**src/irs_pkg.sv**
```systemverilog
// shared constants and types for the two-wire register access slave
package irs_pkg;

  // fixed 7-bit slave address, 1101000
  localparam logic [6:0] IRS_SLAVE_ADDR = 7'h68;
  localparam int         IRS_DATA_W     = 8;
  localparam logic [3:0] IRS_BYTE_BITS  = 4'h8;
  localparam logic [3:0] IRS_CNT_RST    = 4'h0;
  localparam logic [7:0] IRS_PTR_RST    = 8'h00;
  localparam logic [7:0] IRS_PTR_STEP   = 8'h01;
  // direction bit values in the address byte
  localparam logic       IRS_DIR_WRITE  = 1'b0;
  localparam logic       IRS_DIR_READ   = 1'b1;
  // serial clock limits the port is sized for (fast and standard mode)
  localparam int         IRS_CLK_HZ     = 25000000;
  localparam int         IRS_FAST_HZ    = 400000;
  localparam int         IRS_STD_HZ     = 100000;
  // system clocks per fastest serial clock period, rounded down
  localparam int         IRS_SCL_CYC    = IRS_CLK_HZ / IRS_FAST_HZ;

  typedef enum logic [2:0] {
    IRS_IDLE,
    IRS_ADDR,
    IRS_ADDR_ACK,
    IRS_RX,
    IRS_RX_ACK,
    IRS_TX,
    IRS_TX_ACK,
    IRS_IGNORE
  } irs_state_t;

  // one register write toward the user register file
  typedef struct packed {
    logic       en;
    logic [7:0] addr;
    logic [7:0] data;
  } irs_wr_t;

  // bus events derived from the sampled pins
  typedef struct packed {
    logic scl_rise;
    logic scl_fall;
    logic start;
    logic stop;
  } irs_evt_t;

endpackage

```
**src/irs_sync.sv**
```systemverilog
// two-flop synchroniser for pin inputs, one lane per bit
`timescale 1ns/1ps
module irs_sync #(
  parameter int W = 2
) (
  input  wire logic         clk,
  input  wire logic         rst,
  input  wire logic         ce,
  input  wire logic [W-1:0] async_i,
  output logic      [W-1:0] sync_o
);

  genvar g;
  generate
    for (g = 0; g < W; g++) begin : g_lane
      logic meta_q;
      logic sync_q;
      // idle bus is high, so both stages reset high
      always_ff @(posedge clk or posedge rst) begin
        if (rst) begin
          meta_q <= 1'b1;
          sync_q <= 1'b1;
        end else if (ce) begin
          meta_q <= async_i[g];
          sync_q <= meta_q;
        end
      end
      assign sync_o[g] = sync_q;
    end
  endgenerate

endmodule

```
**src/irs_cond.sv**
```systemverilog
// edge and START/STOP detector on the synchronised bus lines
`timescale 1ns/1ps
module irs_cond (
  input  wire logic            clk,
  input  wire logic            rst,
  input  wire logic            ce,
  input  wire logic            scl_s,
  input  wire logic            sda_s,
  output irs_pkg::irs_evt_t    evt
);

  logic scl_q;
  logic sda_q;

  always_ff @(posedge clk or posedge rst) begin
    if (rst) begin
      scl_q <= 1'b1;
      sda_q <= 1'b1;
    end else if (ce) begin
      scl_q <= scl_s;
      sda_q <= sda_s;
    end
  end

  always_comb begin
    evt.scl_rise = scl_s & ~scl_q;
    evt.scl_fall = ~scl_s & scl_q;
    // bus conditions
    // data moving while clock stays high is a condition, not data
    evt.start    = scl_s & scl_q & sda_q & ~sda_s;
    evt.stop     = scl_s & scl_q & ~sda_q & sda_s;
  end

endmodule

```
**src/irs_slave.sv**
```systemverilog
// two-wire slave port giving an external master byte access to registers
`timescale 1ns/1ps
module irs_slave (
  input  wire logic             clk,
  input  wire logic             rst,
  input  wire logic             ce,
  input  wire logic             scl_i,
  input  wire logic             sda_i,
  output logic                  sda_o,
  output logic                  sda_oe,
  output logic [7:0]            reg_addr,
  input  wire logic [7:0]       rd_data,
  output irs_pkg::irs_wr_t      wr,
  output logic                  busy
);

  logic [1:0]          pins_s;
  logic                scl_s;
  logic                sda_s;
  irs_pkg::irs_evt_t   evt;
  irs_pkg::irs_state_t state_q;
  logic [3:0]          cnt_q;
  logic [7:0]          rx_q;
  logic [7:0]          tx_q;
  logic [7:0]          ptr_q;
  logic                dir_q;
  logic                first_q;
  logic                nack_q;
  logic                oe_q;
  irs_pkg::irs_wr_t    wr_q;
  logic                done;
  logic                hit;
  logic                rise;
  logic                fall;

  // sampling rate
  // 25 MHz gives about 60 samples per fast-mode clock, ample margin
  irs_sync #(
    .W (2)
  ) u_sync (
    .clk     (clk),
    .rst     (rst),
    .ce      (ce),
    .async_i ({scl_i, sda_i}),
    .sync_o  (pins_s)
  );

  assign scl_s = pins_s[1];
  assign sda_s = pins_s[0];

  irs_cond u_cond (
    .clk   (clk),
    .rst   (rst),
    .ce    (ce),
    .scl_s (scl_s),
    .sda_s (sda_s),
    .evt   (evt)
  );

  assign rise = evt.scl_rise;
  assign fall = evt.scl_fall;
  assign done = (cnt_q == irs_pkg::IRS_BYTE_BITS);
  assign hit  = (rx_q[7:1] == irs_pkg::IRS_SLAVE_ADDR);

  // open drain: only ever pull low
  assign sda_o    = 1'b0;
  assign sda_oe   = oe_q;
  assign reg_addr = ptr_q;
  assign wr       = wr_q;
  assign busy     = (state_q != irs_pkg::IRS_IDLE) && (state_q != irs_pkg::IRS_IGNORE);

  // transfer sequencing
  always_ff @(posedge clk or posedge rst) begin
    if (rst) begin
      state_q <= irs_pkg::IRS_IDLE;
      cnt_q   <= irs_pkg::IRS_CNT_RST;
      dir_q   <= irs_pkg::IRS_DIR_WRITE;
      first_q <= 1'b0;
      nack_q  <= 1'b0;
    end else if (ce) begin
      if (evt.start) begin
        state_q <= irs_pkg::IRS_ADDR;
        cnt_q   <= irs_pkg::IRS_CNT_RST;
      end else if (evt.stop) begin
        state_q <= irs_pkg::IRS_IDLE;
        cnt_q   <= irs_pkg::IRS_CNT_RST;
      end else begin
        unique case (state_q)
          irs_pkg::IRS_IDLE, irs_pkg::IRS_IGNORE: begin
          end
          irs_pkg::IRS_ADDR: begin
            if (rise && !done) begin
              cnt_q <= cnt_q + 4'h1;
            end
            if (fall && done) begin
              state_q <= hit ? irs_pkg::IRS_ADDR_ACK : irs_pkg::IRS_IGNORE;
              dir_q   <= rx_q[0];
            end
          end
          irs_pkg::IRS_ADDR_ACK: begin
            if (fall) begin
              state_q <= (dir_q == irs_pkg::IRS_DIR_READ) ? irs_pkg::IRS_TX
                                                          : irs_pkg::IRS_RX;
              cnt_q   <= irs_pkg::IRS_CNT_RST;
              first_q <= 1'b1;
            end
          end
          irs_pkg::IRS_RX, irs_pkg::IRS_TX: begin
            if (rise && !done) begin
              cnt_q <= cnt_q + 4'h1;
            end
            if (fall && done) begin
              state_q <= (state_q == irs_pkg::IRS_RX) ? irs_pkg::IRS_RX_ACK
                                                      : irs_pkg::IRS_TX_ACK;
            end
          end
          irs_pkg::IRS_RX_ACK: begin
            if (fall) begin
              state_q <= irs_pkg::IRS_RX;
              cnt_q   <= irs_pkg::IRS_CNT_RST;
              first_q <= 1'b0;
            end
          end
          irs_pkg::IRS_TX_ACK: begin
            if (rise) begin
              nack_q <= sda_s;
            end
            if (fall) begin
              state_q <= nack_q ? irs_pkg::IRS_IGNORE : irs_pkg::IRS_TX;
              cnt_q   <= irs_pkg::IRS_CNT_RST;
            end
          end
        endcase
      end
    end
  end

  always_ff @(posedge clk or posedge rst) begin
    if (rst) begin
      rx_q <= 8'h00;
    end else if (ce && rise && !done &&
                 (state_q == irs_pkg::IRS_ADDR || state_q == irs_pkg::IRS_RX)) begin
      rx_q <= {rx_q[6:0], sda_s};
    end
  end

  // outgoing byte; rd_data is sampled the cycle the byte is loaded
  always_ff @(posedge clk or posedge rst) begin
    if (rst) begin
      tx_q <= 8'h00;
    end else if (ce && fall && !evt.start && !evt.stop) begin
      if ((state_q == irs_pkg::IRS_ADDR_ACK && dir_q == irs_pkg::IRS_DIR_READ) ||
          (state_q == irs_pkg::IRS_TX_ACK && !nack_q)) begin
        tx_q <= rd_data;
      end else if (state_q == irs_pkg::IRS_TX && !done) begin
        tx_q <= {tx_q[6:0], 1'b0};
      end
    end
  end

  // data line drive, changed just after the clock falls, or released at a start or stop
  always_ff @(posedge clk or posedge rst) begin
    if (rst) begin
      oe_q <= 1'b0;
    end else if (ce) begin
      if (evt.start || evt.stop) begin
        oe_q <= 1'b0;
      end else if (fall) begin
        unique case (state_q)
          irs_pkg::IRS_ADDR:     if (done) oe_q <= hit;
          irs_pkg::IRS_ADDR_ACK: oe_q <= (dir_q == irs_pkg::IRS_DIR_READ) & ~rd_data[7];
          irs_pkg::IRS_RX:       if (done) oe_q <= 1'b1;
          irs_pkg::IRS_RX_ACK:   oe_q <= 1'b0;
          // release for the master's answer after the eighth bit
          irs_pkg::IRS_TX:       oe_q <= done ? 1'b0 : ~tx_q[6];
          irs_pkg::IRS_TX_ACK:   oe_q <= ~nack_q & ~rd_data[7];
          irs_pkg::IRS_IDLE, irs_pkg::IRS_IGNORE: oe_q <= 1'b0;
        endcase
      end
    end
  end

  // register pointer; only reset clears it, transfers never do
  always_ff @(posedge clk or posedge rst) begin
    if (rst) begin
      ptr_q <= irs_pkg::IRS_PTR_RST;
    end else if (ce && !evt.start && !evt.stop) begin
      if (state_q == irs_pkg::IRS_RX && fall && done && first_q) begin
        ptr_q <= rx_q;
      end else if (state_q == irs_pkg::IRS_RX && fall && done) begin
        ptr_q <= ptr_q + irs_pkg::IRS_PTR_STEP;
      // read step, after each byte the master clocked out
      end else if (state_q == irs_pkg::IRS_TX_ACK && rise) begin
        ptr_q <= ptr_q + irs_pkg::IRS_PTR_STEP;
      end
    end
  end

  // one-cycle write strobe toward the register file
  always_ff @(posedge clk or posedge rst) begin
    if (rst) begin
      wr_q <= '0;
    end else if (ce) begin
      wr_q.en <= !evt.start && !evt.stop && state_q == irs_pkg::IRS_RX &&
                 fall && done && !first_q;
      if (state_q == irs_pkg::IRS_RX && fall && done) begin
        wr_q.addr <= ptr_q;
        wr_q.data <= rx_q;
      end
    end
  end
endmodule

```
**config.mk**
```make
export PLATFORM = sky130hd
export DESIGN_NAME = irs_slave
export DESIGN_NICKNAME = d
export VERILOG_FILES = /design/src/irs_pkg.sv /design/src/irs_sync.sv /design/src/irs_cond.sv /design/src/irs_slave.sv
export SDC_FILE = /design/constraint.sdc
export NUM_CORES = 1
export LEC_CHECK = 0
export BUFFER_PORTS_ARGS = -buffer_cell sky130_fd_sc_hd__buf_2
export CORE_ASPECT_RATIO = 1.2
export CORE_MARGIN = 2
export CORE_UTILIZATION = 55
export CTS_BUF_LIST = sky130_fd_sc_hd__clkbuf_4
export CTS_CLUSTER_DIAMETER = 50
export DETAILED_ROUTE_END_ITERATION = 16
export PLACE_DENSITY = 0.74
export SETUP_SLACK_MARGIN = 0.15
export SYNTH_ARGS = -nofsm -noshare
export SYNTH_HDL_FRONTEND = slang
export SYNTH_SLANG_ARGS = --single-unit
```
**constraint.sdc**
```tcl
create_clock -name clk -period 2.5 [get_ports clk]
set_input_delay 0.5 -clock clk [delete_from_list [all_inputs] [get_ports clk]]
set_output_delay 0.5 -clock clk [all_outputs]
set_load 0.005 [all_outputs]
```
==> results of run 1 <==
==> placed cells by master (no fill, tap or decap), drive strengths merged, types with 3 or more instances in the layout <==
cell type   n
dfrtp      51
buf        48
mux2       46
nand2      11
inv        11
clkbuf      9
o21ai       9
nor2        7
nand3       7
a221oi      7
a2bb2oi     7
dfstp       6
nor3        6
nor2b       5
nor4        5
mux2i       5
clkinv      5
nand2b      4
nand4       4
a21o        4
or3         4
a21oi       4
nand3b      3
or2         3
and3        3
ha          3
==> power by group <==
part           switching (W)  internal [W]  leakage [nW]
Combinational       0.000449      0.000445         0.843
Clock               0.000385      0.000404        0.0859
Sequential          0.000205       0.00111         0.740
Total                0.00104       0.00195          1.67
==> registers in the layout, summed over array words and instances, names as in the netlist <==
signal and count:
tx_q 7, sda_oe 1, u_cond.scl_q 1, state_q 3
wr 17, cnt_q 4, dir_q 1, u_cond.sda_q 1
nack_q 1, reg_addr 8, u_sync.g_lane.sync_q 2, u_sync.g_lane.meta_q 2
rx_q 8, first_q 1
==> stage by stage <==
| step | instance area, um^2 | instances |
|---|---|---|
| detailed placement | 3288 | 358 |
| global route | 3451 | 374 |
| global placement | 3288 | 358 |
| floorplan | 3015 | 259 |
| finish | 3451 | 374 |
| CTS | 3451 | 374 |
==> cells by family (layout without fill, tap and decap cells) <==
kind of cell | Yosys count | count (layout) | synth area share (%)
adder cells (fa/ha/maj) | 3 | 3 | 1.245
multiplexers | 51 | 51 | 18.84
AO/OA/AOI/OAI | 53 | 53 | 14.11
XOR/XNOR | 1 | 1 | 0.2905
buffers and inverters | 23 | 76 | 4.149
other | 1 | 1 | 0.1244
AND/OR/NAND/NOR | 70 | 70 | 13.69
flip-flops | 57 | 57 | 47.55
==> layout make-up <==
cell class | count | area (um^2) | share of cell area [%]
multi-input combinational | 179 | 1456 | 42.20
timing repair buffer | 48 | 275.3 | 7.977
inverter | 12 | 45.04 | 1.305
clock inverter | 7 | 95.09 | 2.756
sequential | 57 | 1434 | 41.55
tap | 62 | 77.57 | 2.248
clock buffer | 9 | 67.56 | 1.958
==> cell usage after synthesis, types with 2 or more instances <==
cell / instances
o311ai_0: 2
nand3_1: 7
dfstp_2: 6
and3_1: 3
o221ai_1: 2
ha_1: 3
or3_1: 3
nor2b_1: 5
buf_4: 3
buf_2: 4
a21oi_1: 2
a2bb2oi_1: 7
mux2_1: 3
nand2b_1: 4
nor2_1: 7
nand4_1: 4
buf_6: 3
nor4_1: 5
or2_2: 3
inv_1: 11
o32a_1: 2
a21o_1: 4
o21ai_0: 7
o21a_1: 2
o31ai_1: 2
mux2i_1: 5
mux2_2: 43
dfrtp_1: 51
o21ai_1: 2
a221oi_1: 7
nor3_1: 5
nand2_1: 11
nand3b_1: 3
==> per-layer routing <==
| metal | vias up | routed length (um) |
|---|---|---|
| li1 | 1084 | - |
| met1 | 1104 | 2703 |
| met2 | 50 | 2962 |
| met3 | 14 | 253 |
| met4 | 0 | 136 |
| met5 | - | 0 |
==> worst register-to-register path, cell delays in order (launching register included) <==
cell and delay, ns:
dfrtp_1 0.55, nand4bb_1 0.34, or3_1 0.75, mux2_1 0.44
==> worst max path at each step <==
| stage | slack [ns] | startpoint | endpoint | cells past startpoint |
|---|---|---|---|---|
| floorplan | 0.53 | cnt_q[0] | reg_addr[1] | 7 |
| CTS | 0.33 | u_cond.scl_q | wr[0] | 3 |
| global placement | 0.38 | u_cond.scl_q | wr[2] | 3 |
| finish | 0.33 | state_q[1] | wr[2] | 3 |
| global route | 0.19 | state_q[1] | wr[2] | 3 |
| detailed placement | 0.33 | u_cond.scl_q | wr[0] | 3 |
==> summary.md, run 1 <==
| Metric | Value |
|---|---|
| I/O pins | `41` |
| Worst Setup Start Kind | `flip-flop` |
| Worst-path clk slew | `0.11 ns` |
| Number of fill cells | `432` |
| Worst path cell trace | `nand4bb_1, or3_1, mux2_1` |
| Worst Skew | `0.01337 ns` |
| Slowest stage delay, CP | `0.75 ns` |
| Synth top area share | `42.32%` |
| Worst-Margin Slew | `0.6951 ns` |
| Clk buf depth | `2` |
| Max frequency | `460.8 MHz` |
| R2R Path End | `wr[2]` |
| Met1 Usage GRT | `26.61%` |
| Die Y | `85.11 um` |
| Final setup TNS | `0 ns` |
| Post-synth ARST share | `100.0%` |
| GR peak layer | `met2` |
| Top_reg_cell synth | `dfrtp_1` |
| Global route total overflow | `0` |
| Clk_lat worst skew | `0.44 ns` |
| Initial antenna violation count | `0` |
| Syn Inst Count | `259` |
| Max_slew headroom | `53.66%` |
| Crit path kind | `reg -> reg` |
| Final hold violations | `0` |
| WL/cell | `16.19 um` |
| Netlist cell types | `61` |
| CTS root buf | `clkbuf_4` |
| Post-layout nets | `323` |
| CP arrival | `2.50 ns` |
| Worst vdd ir | `0.0005382 V` |
| Sequential area share after synthesis | `47.55%` |
| R2R setup slack | `0.33 ns` |
| Max Cap Viol | `0` |
| Setup crit end kind | `flip-flop` |
| Top cells by area, synth | `dfrtp_1 42%, mux2_2 16%, dfstp_2 5.2%` |
| First-pass GRT wire length | `9901 um` |
| Iter 0 DRT Violations | `167` |
| Worst r2r src | `state_q[1]` |
| Post-DRT Antenna Nets | `0` |
| Syn. warnings | `0` |
| CTS tree | `built` |
| Area Overhead vs Synth | `14.44%` |
| Average cell area after synthesis | `11.64 um^2` |
| Fin worst setup slack | `0.3300 ns` |
| Die X | `71.59 um` |
| Outcome | `finished clean` |
| Area leader, netlist | `dfrtp_1` |
| Required @ worst endpoint | `2.83 ns` |
| Final WL | `6055 um` |
| Clock period minus worst slack | `2.170 ns` |
| RSZ-0062 raised after global routing | `no` |
| Count of final max-slew check failures | `0` |
| R2R cell count | `3` |
| Mapped Area | `3015 um^2` |
| PostCTS Resize Cnt | `0` |
| Hold_ws | `0.09139 ns` |
| Finished Core Util | `65.14%` |
| Max Fanout on Critical Path | `17` |
| CTS Hold Bufs | `0` |
| DP HPWL | `4222 um` |
| Leakage | `1.669 nW` |
| RePlAce Congestion | `0.8714` |
| Rows | `29` |
| Largest net degree at the start of global routing | `58` |
| Worst path buffer plus inverter count | `0` |
| Router iterations before antenna repair | `4` |
| Overall global routing resource usage | `21.17%` |
| Design Power | `0.002993 W` |
| CTS sink count | `57` |
| Drt via density | `6.021` |
| Inserted Diodes | `0` |
| Initial Utilization | `56.92%` |
| Worst min-delay path category | `in -> async` |
| CP max-delay cell | `or3_1` |
| Delay-heaviest family, CP | `simple AND/OR/NAND/NOR gates` |
| Place WS | `0.3289 ns` |
| CTS H-tree lvls | `3` |
| Power per Cell Area | `867.4 nW/um^2` |
| Post-Syn Nets | `275` |
| Vias | `2252` |
| Share of layout cells above drive strength 1 | `40.06%` |
| Setup Buffers After CTS | `0` |
| Met2 GRT Util | `34.18%` |
| Die ar. | `6093 um^2` |
| Final setup vio count | `0` |
| Grt met3 use | `5.701%` |
| Input/output buffers | `39` |
| EDFF count, synth | `0` |
| Part of the cycle the worst path needs | `86.80%` |
| DRC viols | `0` |
| Number of global-route vias before repair | `2083` |
| Number of CTS-inserted buffers | `9` |
| Flops & latches, synth | `57` |
| Placeable Area | `5298 um^2` |
No activity file was read; power rests on OpenSTA's default activity.
==> run 2: changes to the inputs <==
--- a/config.mk
+++ b/config.mk
@@ -5,6 +5,7 @@
 export SDC_FILE = /design/constraint.sdc
 export NUM_CORES = 1
 export LEC_CHECK = 0
+export ABC_CLOCK_PERIOD_IN_PS = 2500
 export BUFFER_PORTS_ARGS = -buffer_cell sky130_fd_sc_hd__buf_2
 export CORE_ASPECT_RATIO = 1.2
 export CORE_MARGIN = 2
@@ -12,8 +13,10 @@
 export CTS_BUF_LIST = sky130_fd_sc_hd__clkbuf_4
 export CTS_CLUSTER_DIAMETER = 50
 export DETAILED_ROUTE_END_ITERATION = 16
+export MAX_ROUTING_LAYER = met4
 export PLACE_DENSITY = 0.74
 export SETUP_SLACK_MARGIN = 0.15
+export SLEW_MARGIN = 20
 export SYNTH_ARGS = -nofsm -noshare
 export SYNTH_HDL_FRONTEND = slang
 export SYNTH_SLANG_ARGS = --single-unit
==> run 2 against run 1 <==
Effect of this change:
- count of clock-buffer cells in the layout did not move
- setup slack improved by 0.0086 ns
- sequential share of layout area unchanged
- critical path depth did not move
- combinational power about the same
- cell count is the same
- global-route usage up 0.53 points
- critical path type unchanged
- critical endpoint unchanged
- largest cell class unchanged
- largest power group unchanged
==> summary.md, run 2 (same netlist as run 1, synthesis figures left out) <==
| Metric | Value |
|---|---|
| PostCTS Resize Cnt | `0 (unchanged)` |
| Drt via density | `5.979 (-0.71%)` |
| Die X | `71.59 um (unchanged)` |
| Final hold violations | `0 (unchanged)` |
| RePlAce Congestion | `0.8857 (+1.6%)` |
| Final setup TNS | `0 ns (unchanged)` |
| Final instance area | `3451 um^2 (unchanged)` |
| Max frequency | `462.7 MHz (+0.40%)` |
| Area Overhead vs Synth | `14.44% (unchanged)` |
| Number of flip-flops in the largest register | `17 (unchanged)` |
| WL/cell | `16.17 um (-0.15%)` |
| CTS root buf | `clkbuf_4` |
| CTS Hold Bufs | `0 (unchanged)` |
| First-pass GRT wire length | `9901 um (unchanged)` |
| CTS H-tree lvls | `3 (unchanged)` |
| Worst vdd ir | `0.0005356 V (-0.47%)` |
| Overall global routing resource usage | `21.70% (+0.53 points)` |
| DP HPWL | `4222 um (unchanged)` |
| Worst-Margin Slew | `0.6887 ns (-0.006351 ns)` |
| CP arrival | `2.49 ns (about the same)` |
| Share of layout cells above drive strength 1 | `40.06% (unchanged)` |
| Initial Utilization | `56.92% (unchanged)` |
| Required @ worst endpoint | `2.83 ns (about the same)` |
| Clk buf depth | `2 (unchanged)` |
| Largest net degree at the start of global routing | `58 (unchanged)` |
| Final WL | `6046 um (-0.15%)` |
| Worst-path clk slew | `0.11 ns (about the same)` |
| Finished Core Util | `65.14% (unchanged)` |
| R2R cell count | `3 (unchanged)` |
| Post-layout nets | `323 (unchanged)` |
| Clk_lat worst skew | `0.43 ns (about the same)` |
| Router iterations before antenna repair | `4 (unchanged)` |
| R2R setup slack | `0.34 ns (about the same)` |
| Die ar. | `6093 um^2 (unchanged)` |
| Power per Cell Area | `866.9 nW/um^2 (about the same)` |
| Worst path buffer plus inverter count | `0 (unchanged)` |
| Number of CTS-inserted buffers | `9 (unchanged)` |
| Part of the cycle the worst path needs | `86.46% (-0.34 points)` |
| Delay-heaviest family, CP | `simple AND/OR/NAND/NOR gates` |
| Iter 0 DRT Violations | `164 (-1.8%)` |
| Clock period minus worst slack | `2.161 ns (-0.008624 ns)` |
| Input/output buffers | `39 (unchanged)` |
| Crit path kind | `reg -> reg` |
| Post-DRT Antenna Nets | `0 (unchanged)` |
| Register area | `1434 um^2 (unchanged)` |
| CTS sink count | `57 (unchanged)` |
| Global route total overflow | `0 (unchanged)` |
| Setup Buffers After CTS | `0 (unchanged)` |
| DRC viols | `0 (unchanged)` |
| I/O pins | `41 (unchanged)` |
| Slowest stage delay, CP | `0.74 ns (about the same)` |
| Worst Setup Start Kind | `flip-flop` |
| Leakage | `1.669 nW (unchanged)` |
| RSZ-0062 raised after global routing | `no` |
| Placeable Area | `5298 um^2 (unchanged)` |
| Worst path cell trace | `nand4bb_1, or3_1, mux2_1` |
| Initial antenna violation count | `0 (unchanged)` |
| Final setup vio count | `0 (unchanged)` |
| Max_slew headroom | `54.08% (+0.42 points)` |
| CTS tree | `built` |
| Setup crit end kind | `flip-flop` |
| Outcome | `finished clean` |
| Design Power | `0.002992 W (about the same)` |
| R2R Path End | `wr[2]` |
| Rows | `29 (unchanged)` |
| Number of global-route vias before repair | `2080 (-0.14%)` |
| Commonest non-fill, non-tap cell in the layout | `dfrtp_1` |
| Worst min-delay path category | `in -> async` |
| Inserted Diodes | `0 (unchanged)` |
| Commonest non-fill, non-tap cells in the layout | `51 x dfrtp_1, 43 x mux2_2, 39 x buf_2` |
| Placed inst area | `3288 um^2 (unchanged)` |
| Max Fanout on Critical Path | `17 (unchanged)` |
| Number of fill cells | `432 (unchanged)` |
| Vias | `2236 (-0.71%)` |
| Worst Skew | `0.01378 ns (+0.0004050 ns)` |
| Count of final max-slew check failures | `0 (unchanged)` |
| Placed Instances | `358 (unchanged)` |
| Post-Layout Cell Count | `374 (unchanged)` |
| Multi-input logic area | `1456 um^2 (unchanged)` |
| Die Y | `85.11 um (unchanged)` |
| Max Cap Viol | `0 (unchanged)` |
| Worst r2r src | `state_q[1]` |
| CP max-delay cell | `or3_1` |
## run 2: cell counts in the layout (fill, tap and decap cells not counted)
No cell type changed its count.
## run 2: final cells by class
type	instances	share of cell area, %
Inverter	12	1.305
Clock inverter	7	2.756
Timing Repair Buffer	48	7.977
Sequential cell	57	41.55
Tap cell	62	2.248
Clock buffer	9	1.958
Multi-Input combinational cell	179	42.20
## run 2: worst max path at each step
| stage | cells after the start | slack [ns] | from | to |
|---|---|---|---|---|
| floorplan | 7 | 0.53 | cnt_q[0] | reg_addr[1] |
| global placement | 3 | 0.38 | u_cond.scl_q | wr[2] |
| detailed placement | 3 | 0.33 | u_cond.scl_q | wr[0] |
| CTS | 3 | 0.33 | u_cond.scl_q | wr[0] |
| global route | 3 | 0.19 | state_q[1] | wr[2] |
| finish | 3 | 0.34 | state_q[1] | wr[2] |
## run 2: per-layer routing
metal	global-route usage [%]	wire, um
met4	8.233	92
met1	26.61	2707
met3	6.057	255
met2	34.09	2990
met5	-	0
## run 2: report_power, final
part,total [W],switching (W),internal [W],leakage (nW)
Sequential,0.00131,0.000203,0.00111,0.740
Clock,0.000787,0.000383,0.000404,0.0859
Combinational,0.000896,0.000451,0.000445,0.843
## run 2: through the flow
stage                     worst slack, ns  hold WS (ns)
after floorplan                    0.5271        0.4711
after global placement             0.3830        0.4601
after detailed placement           0.3289        0.4714
after CTS                          0.3258        0.1031
after global routing               0.1867        0.1399
final                              0.3386       0.09716
## run 2: tightest hold or removal path, stage by stage
cell and delay (ns):
buf_2 0.10, inv_2 0.06, buf_12 0.27
==> run 3: changes to the inputs <==
--- a/config.mk
+++ b/config.mk
@@ -8,7 +8,7 @@
 export ABC_CLOCK_PERIOD_IN_PS = 2500
 export BUFFER_PORTS_ARGS = -buffer_cell sky130_fd_sc_hd__buf_2
 export CORE_ASPECT_RATIO = 1.2
-export CORE_MARGIN = 2
+export CORE_MARGIN = 5
 export CORE_UTILIZATION = 55
 export CTS_BUF_LIST = sky130_fd_sc_hd__clkbuf_4
 export CTS_CLUSTER_DIAMETER = 50
==> run 3 against run 2 <==
Effect of this change:
- sequential share of layout area increased by 0.66 points
- critical path depth increased by 2
- first-iteration DRC count decreased by 12%
- largest power group unchanged
- non-clock buffer count decreased by 1
- global-route usage decreased by 1.7 points
- routed wire length increased by 4.6%
- cell area decreased by 1.6%
- critical endpoint is now wr[0]
- register-to-register slack got worse by 0.02 ns
- fmax decreased by 0.76%
- count of clock-buffer cells in the layout unchanged
- highest routed layer unchanged
- hold slack improved by 0.10 ns
- flip-flop and latch count unchanged
==> summary.md, run 3 (same netlist as run 1, synthesis figures left out) <==
| Metric | Value |
|---|---|
| Finished Core Util | `64.12% (-1.0 points)` |
| Inserted Diodes | `0 (unchanged)` |
| Overall global routing resource usage | `19.99% (-1.7 points)` |
| Post-layout nets | `322 (-0.31%)` |
| Input/output buffers | `39 (unchanged)` |
| P_int | `0.001842 W (-5.8%)` |
| Commonest non-fill, non-tap cell in the layout | `dfrtp_1` |
| Final setup TNS | `0 ns (unchanged)` |
| PostCTS Resize Cnt | `0 (unchanged)` |
| DRC viols | `0 (unchanged)` |
| Die ar. | `7069 um^2 (+16%)` |
| Required @ worst endpoint | `2.80 ns (-0.03 ns)` |
| R2R cell count | `5 (+2)` |
| Clk buf depth | `2 (unchanged)` |
| RSZ-0062 raised after global routing | `no` |
| Switch share | `35.51% (+0.85 points)` |
| Clk_lat worst skew | `0.41 ns (-0.02 ns)` |
| Clock period minus worst slack | `2.178 ns (+0.01648 ns)` |
| CTS H-tree lvls | `3 (unchanged)` |
| Worst Setup Start Kind | `flip-flop` |
| Number of global-route vias before repair | `2326 (+12%)` |
| Worst-path clk slew | `0.10 ns (about the same)` |
| Initial Utilization | `56.92% (unchanged)` |
| Initial antenna violation count | `0 (unchanged)` |
| Worst path cell trace | `inv_1, ha_1, nand4b_1, or3_1, mux2_1` |
| Worst r2r src | `cnt_q[0]` |
| RePlAce Congestion | `0.8570 (-3.2%)` |
| Global route total overflow | `0 (unchanged)` |
| Setup crit end kind | `flip-flop` |
| DP HPWL | `4518 um (+7.0%)` |
| Levels on crit path | `5 (+2)` |
| Number of flip-flops in the largest register | `17 (unchanged)` |
| Commonest non-fill, non-tap cells in the layout | `51 x dfrtp_1, 43 x mux2_2, 39 x buf_2` |
| Crit path kind | `reg -> reg` |
| Max Fanout on Critical Path | `17 (unchanged)` |
| Worst-Margin Slew | `0.7170 ns (+0.02828 ns)` |
| Die Y | `91.11 um (+7.0%)` |
| Post-DRT Antenna Nets | `0 (unchanged)` |
| Vias | `2265 (+1.3%)` |
| Number of CTS-inserted buffers | `9 (unchanged)` |
| Largest net degree at the start of global routing | `35 (-40%)` |
| First-pass GRT wire length | `11100 um (+12%)` |
| Final WL | `6327 um (+4.6%)` |
| Count of final max-slew check failures | `0 (unchanged)` |
| Worst vdd ir | `0.0006398 V (+19%)` |
| Worst min-delay path category | `in -> async` |
| Max frequency | `459.2 MHz (-0.76%)` |
| Worst Skew | `0.01429 ns (+0.0005103 ns)` |
| Area Overhead vs Synth | `12.66%` |
| Die X | `77.59 um (+8.4%)` |
| Final hold violations | `0 (unchanged)` |
| Part of the cycle the worst path needs | `87.12% (+0.66 points)` |
| Gate power share | `31.7% (+1.8 points)` |
| Power per Cell Area | `840.9 nW/um^2 (-3.0%)` |
| CP arrival | `2.48 ns (about the same)` |
| Iter 0 DRT Violations | `145 (-12%)` |
| Leakage | `1.648 nW (-1.3%)` |
| Slowest stage delay, CP | `0.72 ns (-0.02 ns)` |
| Drt via density | `6.072 (+1.6%)` |
| CTS sink count | `57 (unchanged)` |
| Clock power frac | `22.6% (-3.7 points)` |
| Max_slew headroom | `52.13% (-2.0 points)` |
| NetSw | `0.001014 W (-2.2%)` |
| Sequential fraction of design power | `45.8% (+2.0 points)` |
| Worst path buffer plus inverter count | `1 (+1)` |
| CTS root buf | `clkbuf_4` |
| Delay-heaviest family, CP | `simple AND/OR/NAND/NOR gates` |
| CP max-delay cell | `or3_1` |
| Final setup vio count | `0 (unchanged)` |
| Router iterations before antenna repair | `4 (unchanged)` |
| Outcome | `finished clean` |
| CTS Hold Bufs | `0 (unchanged)` |
| Setup Buffers After CTS | `0 (unchanged)` |
| WL/cell | `16.96 um (+4.9%)` |
| I/O pins | `41 (unchanged)` |
| CP startpoint | `cnt_q[0]` |
| Share of layout cells above drive strength 1 | `39.55% (-0.51 points)` |
| CTS tree | `built` |
| Max Cap Viol | `0 (unchanged)` |
| Placeable Area | `5298 um^2 (unchanged)` |
| Rows | `29 (unchanged)` |
[run 3: area by class of cell]
cell class                 instances  area [um^2]
timing repair buffer              47        255.2
fill                             449         1901
inverter                          12        45.04
sequential                        57         1434
tap                               62        77.57
clock buffer                       9        67.56
multi-input combinational        179         1456
clock inverter                     7        61.31
[run 3: final timing paths]
path / slack, ns / to
min reg2reg: 0.50 / wr[8]
max reg2reg: 0.32 / wr[0]
max: 0.32 / wr[0]
max in group asynchronous: 1.66 / rx_q[1]
min: 0.20 / state_q[0]
min in group clk: 0.32 / tx_q[0]
[run 3: routing by layer]
layer,track usage [%],vias to the layer above,wire length [um]
li1,-,1077,-
met1,24.25,1103,2731
met2,30.50,65,3092
met3,5.743,20,323
met4,9.456,0,178
met5,-,-,0
[run 3: power by group through the flow]
stage	sequential [W]	clock, W	combinational [W]
6_report	0.00131	0.000645	0.000905
5_1_grt	0.00134	0.000712	0.00101
2_1_floorplan	0.00124	0	0.000730
3_3_place_gp	0.00132	0	0.000871
4_1_cts	0.00131	0.000662	0.000905
3_5_place_dp	0.00132	0	0.000894
[run 3: worst reg2reg max path, delay by kind of cell, from the launching register on]
| kind | cells | cell delay, ns |
|---|---|---|
| mux | 1 | 0.43 |
| flops | 1 | 0.43 |
| buf+inv | 1 | 0.07 |
| simple gates | 2 | 0.99 |
| fa+ha+maj | 1 | 0.16 |
[run 3: stage by stage]
stage	setup slack (ns)	total power (W)	cell area (um^2)	cells	hold slack [ns]
after detailed placement	0.3105	0.002217	3268	357	0.4857
after CTS	0.2974	0.002873	3397	373	0.2044
after floorplan	0.5271	0.001972	3015	259	0.4711
after global routing	0.1624	0.003060	3397	373	0.2241
after global placement	0.3831	0.002189	3268	357	0.4606
final	0.3221	0.002857	3397	373	0.1977
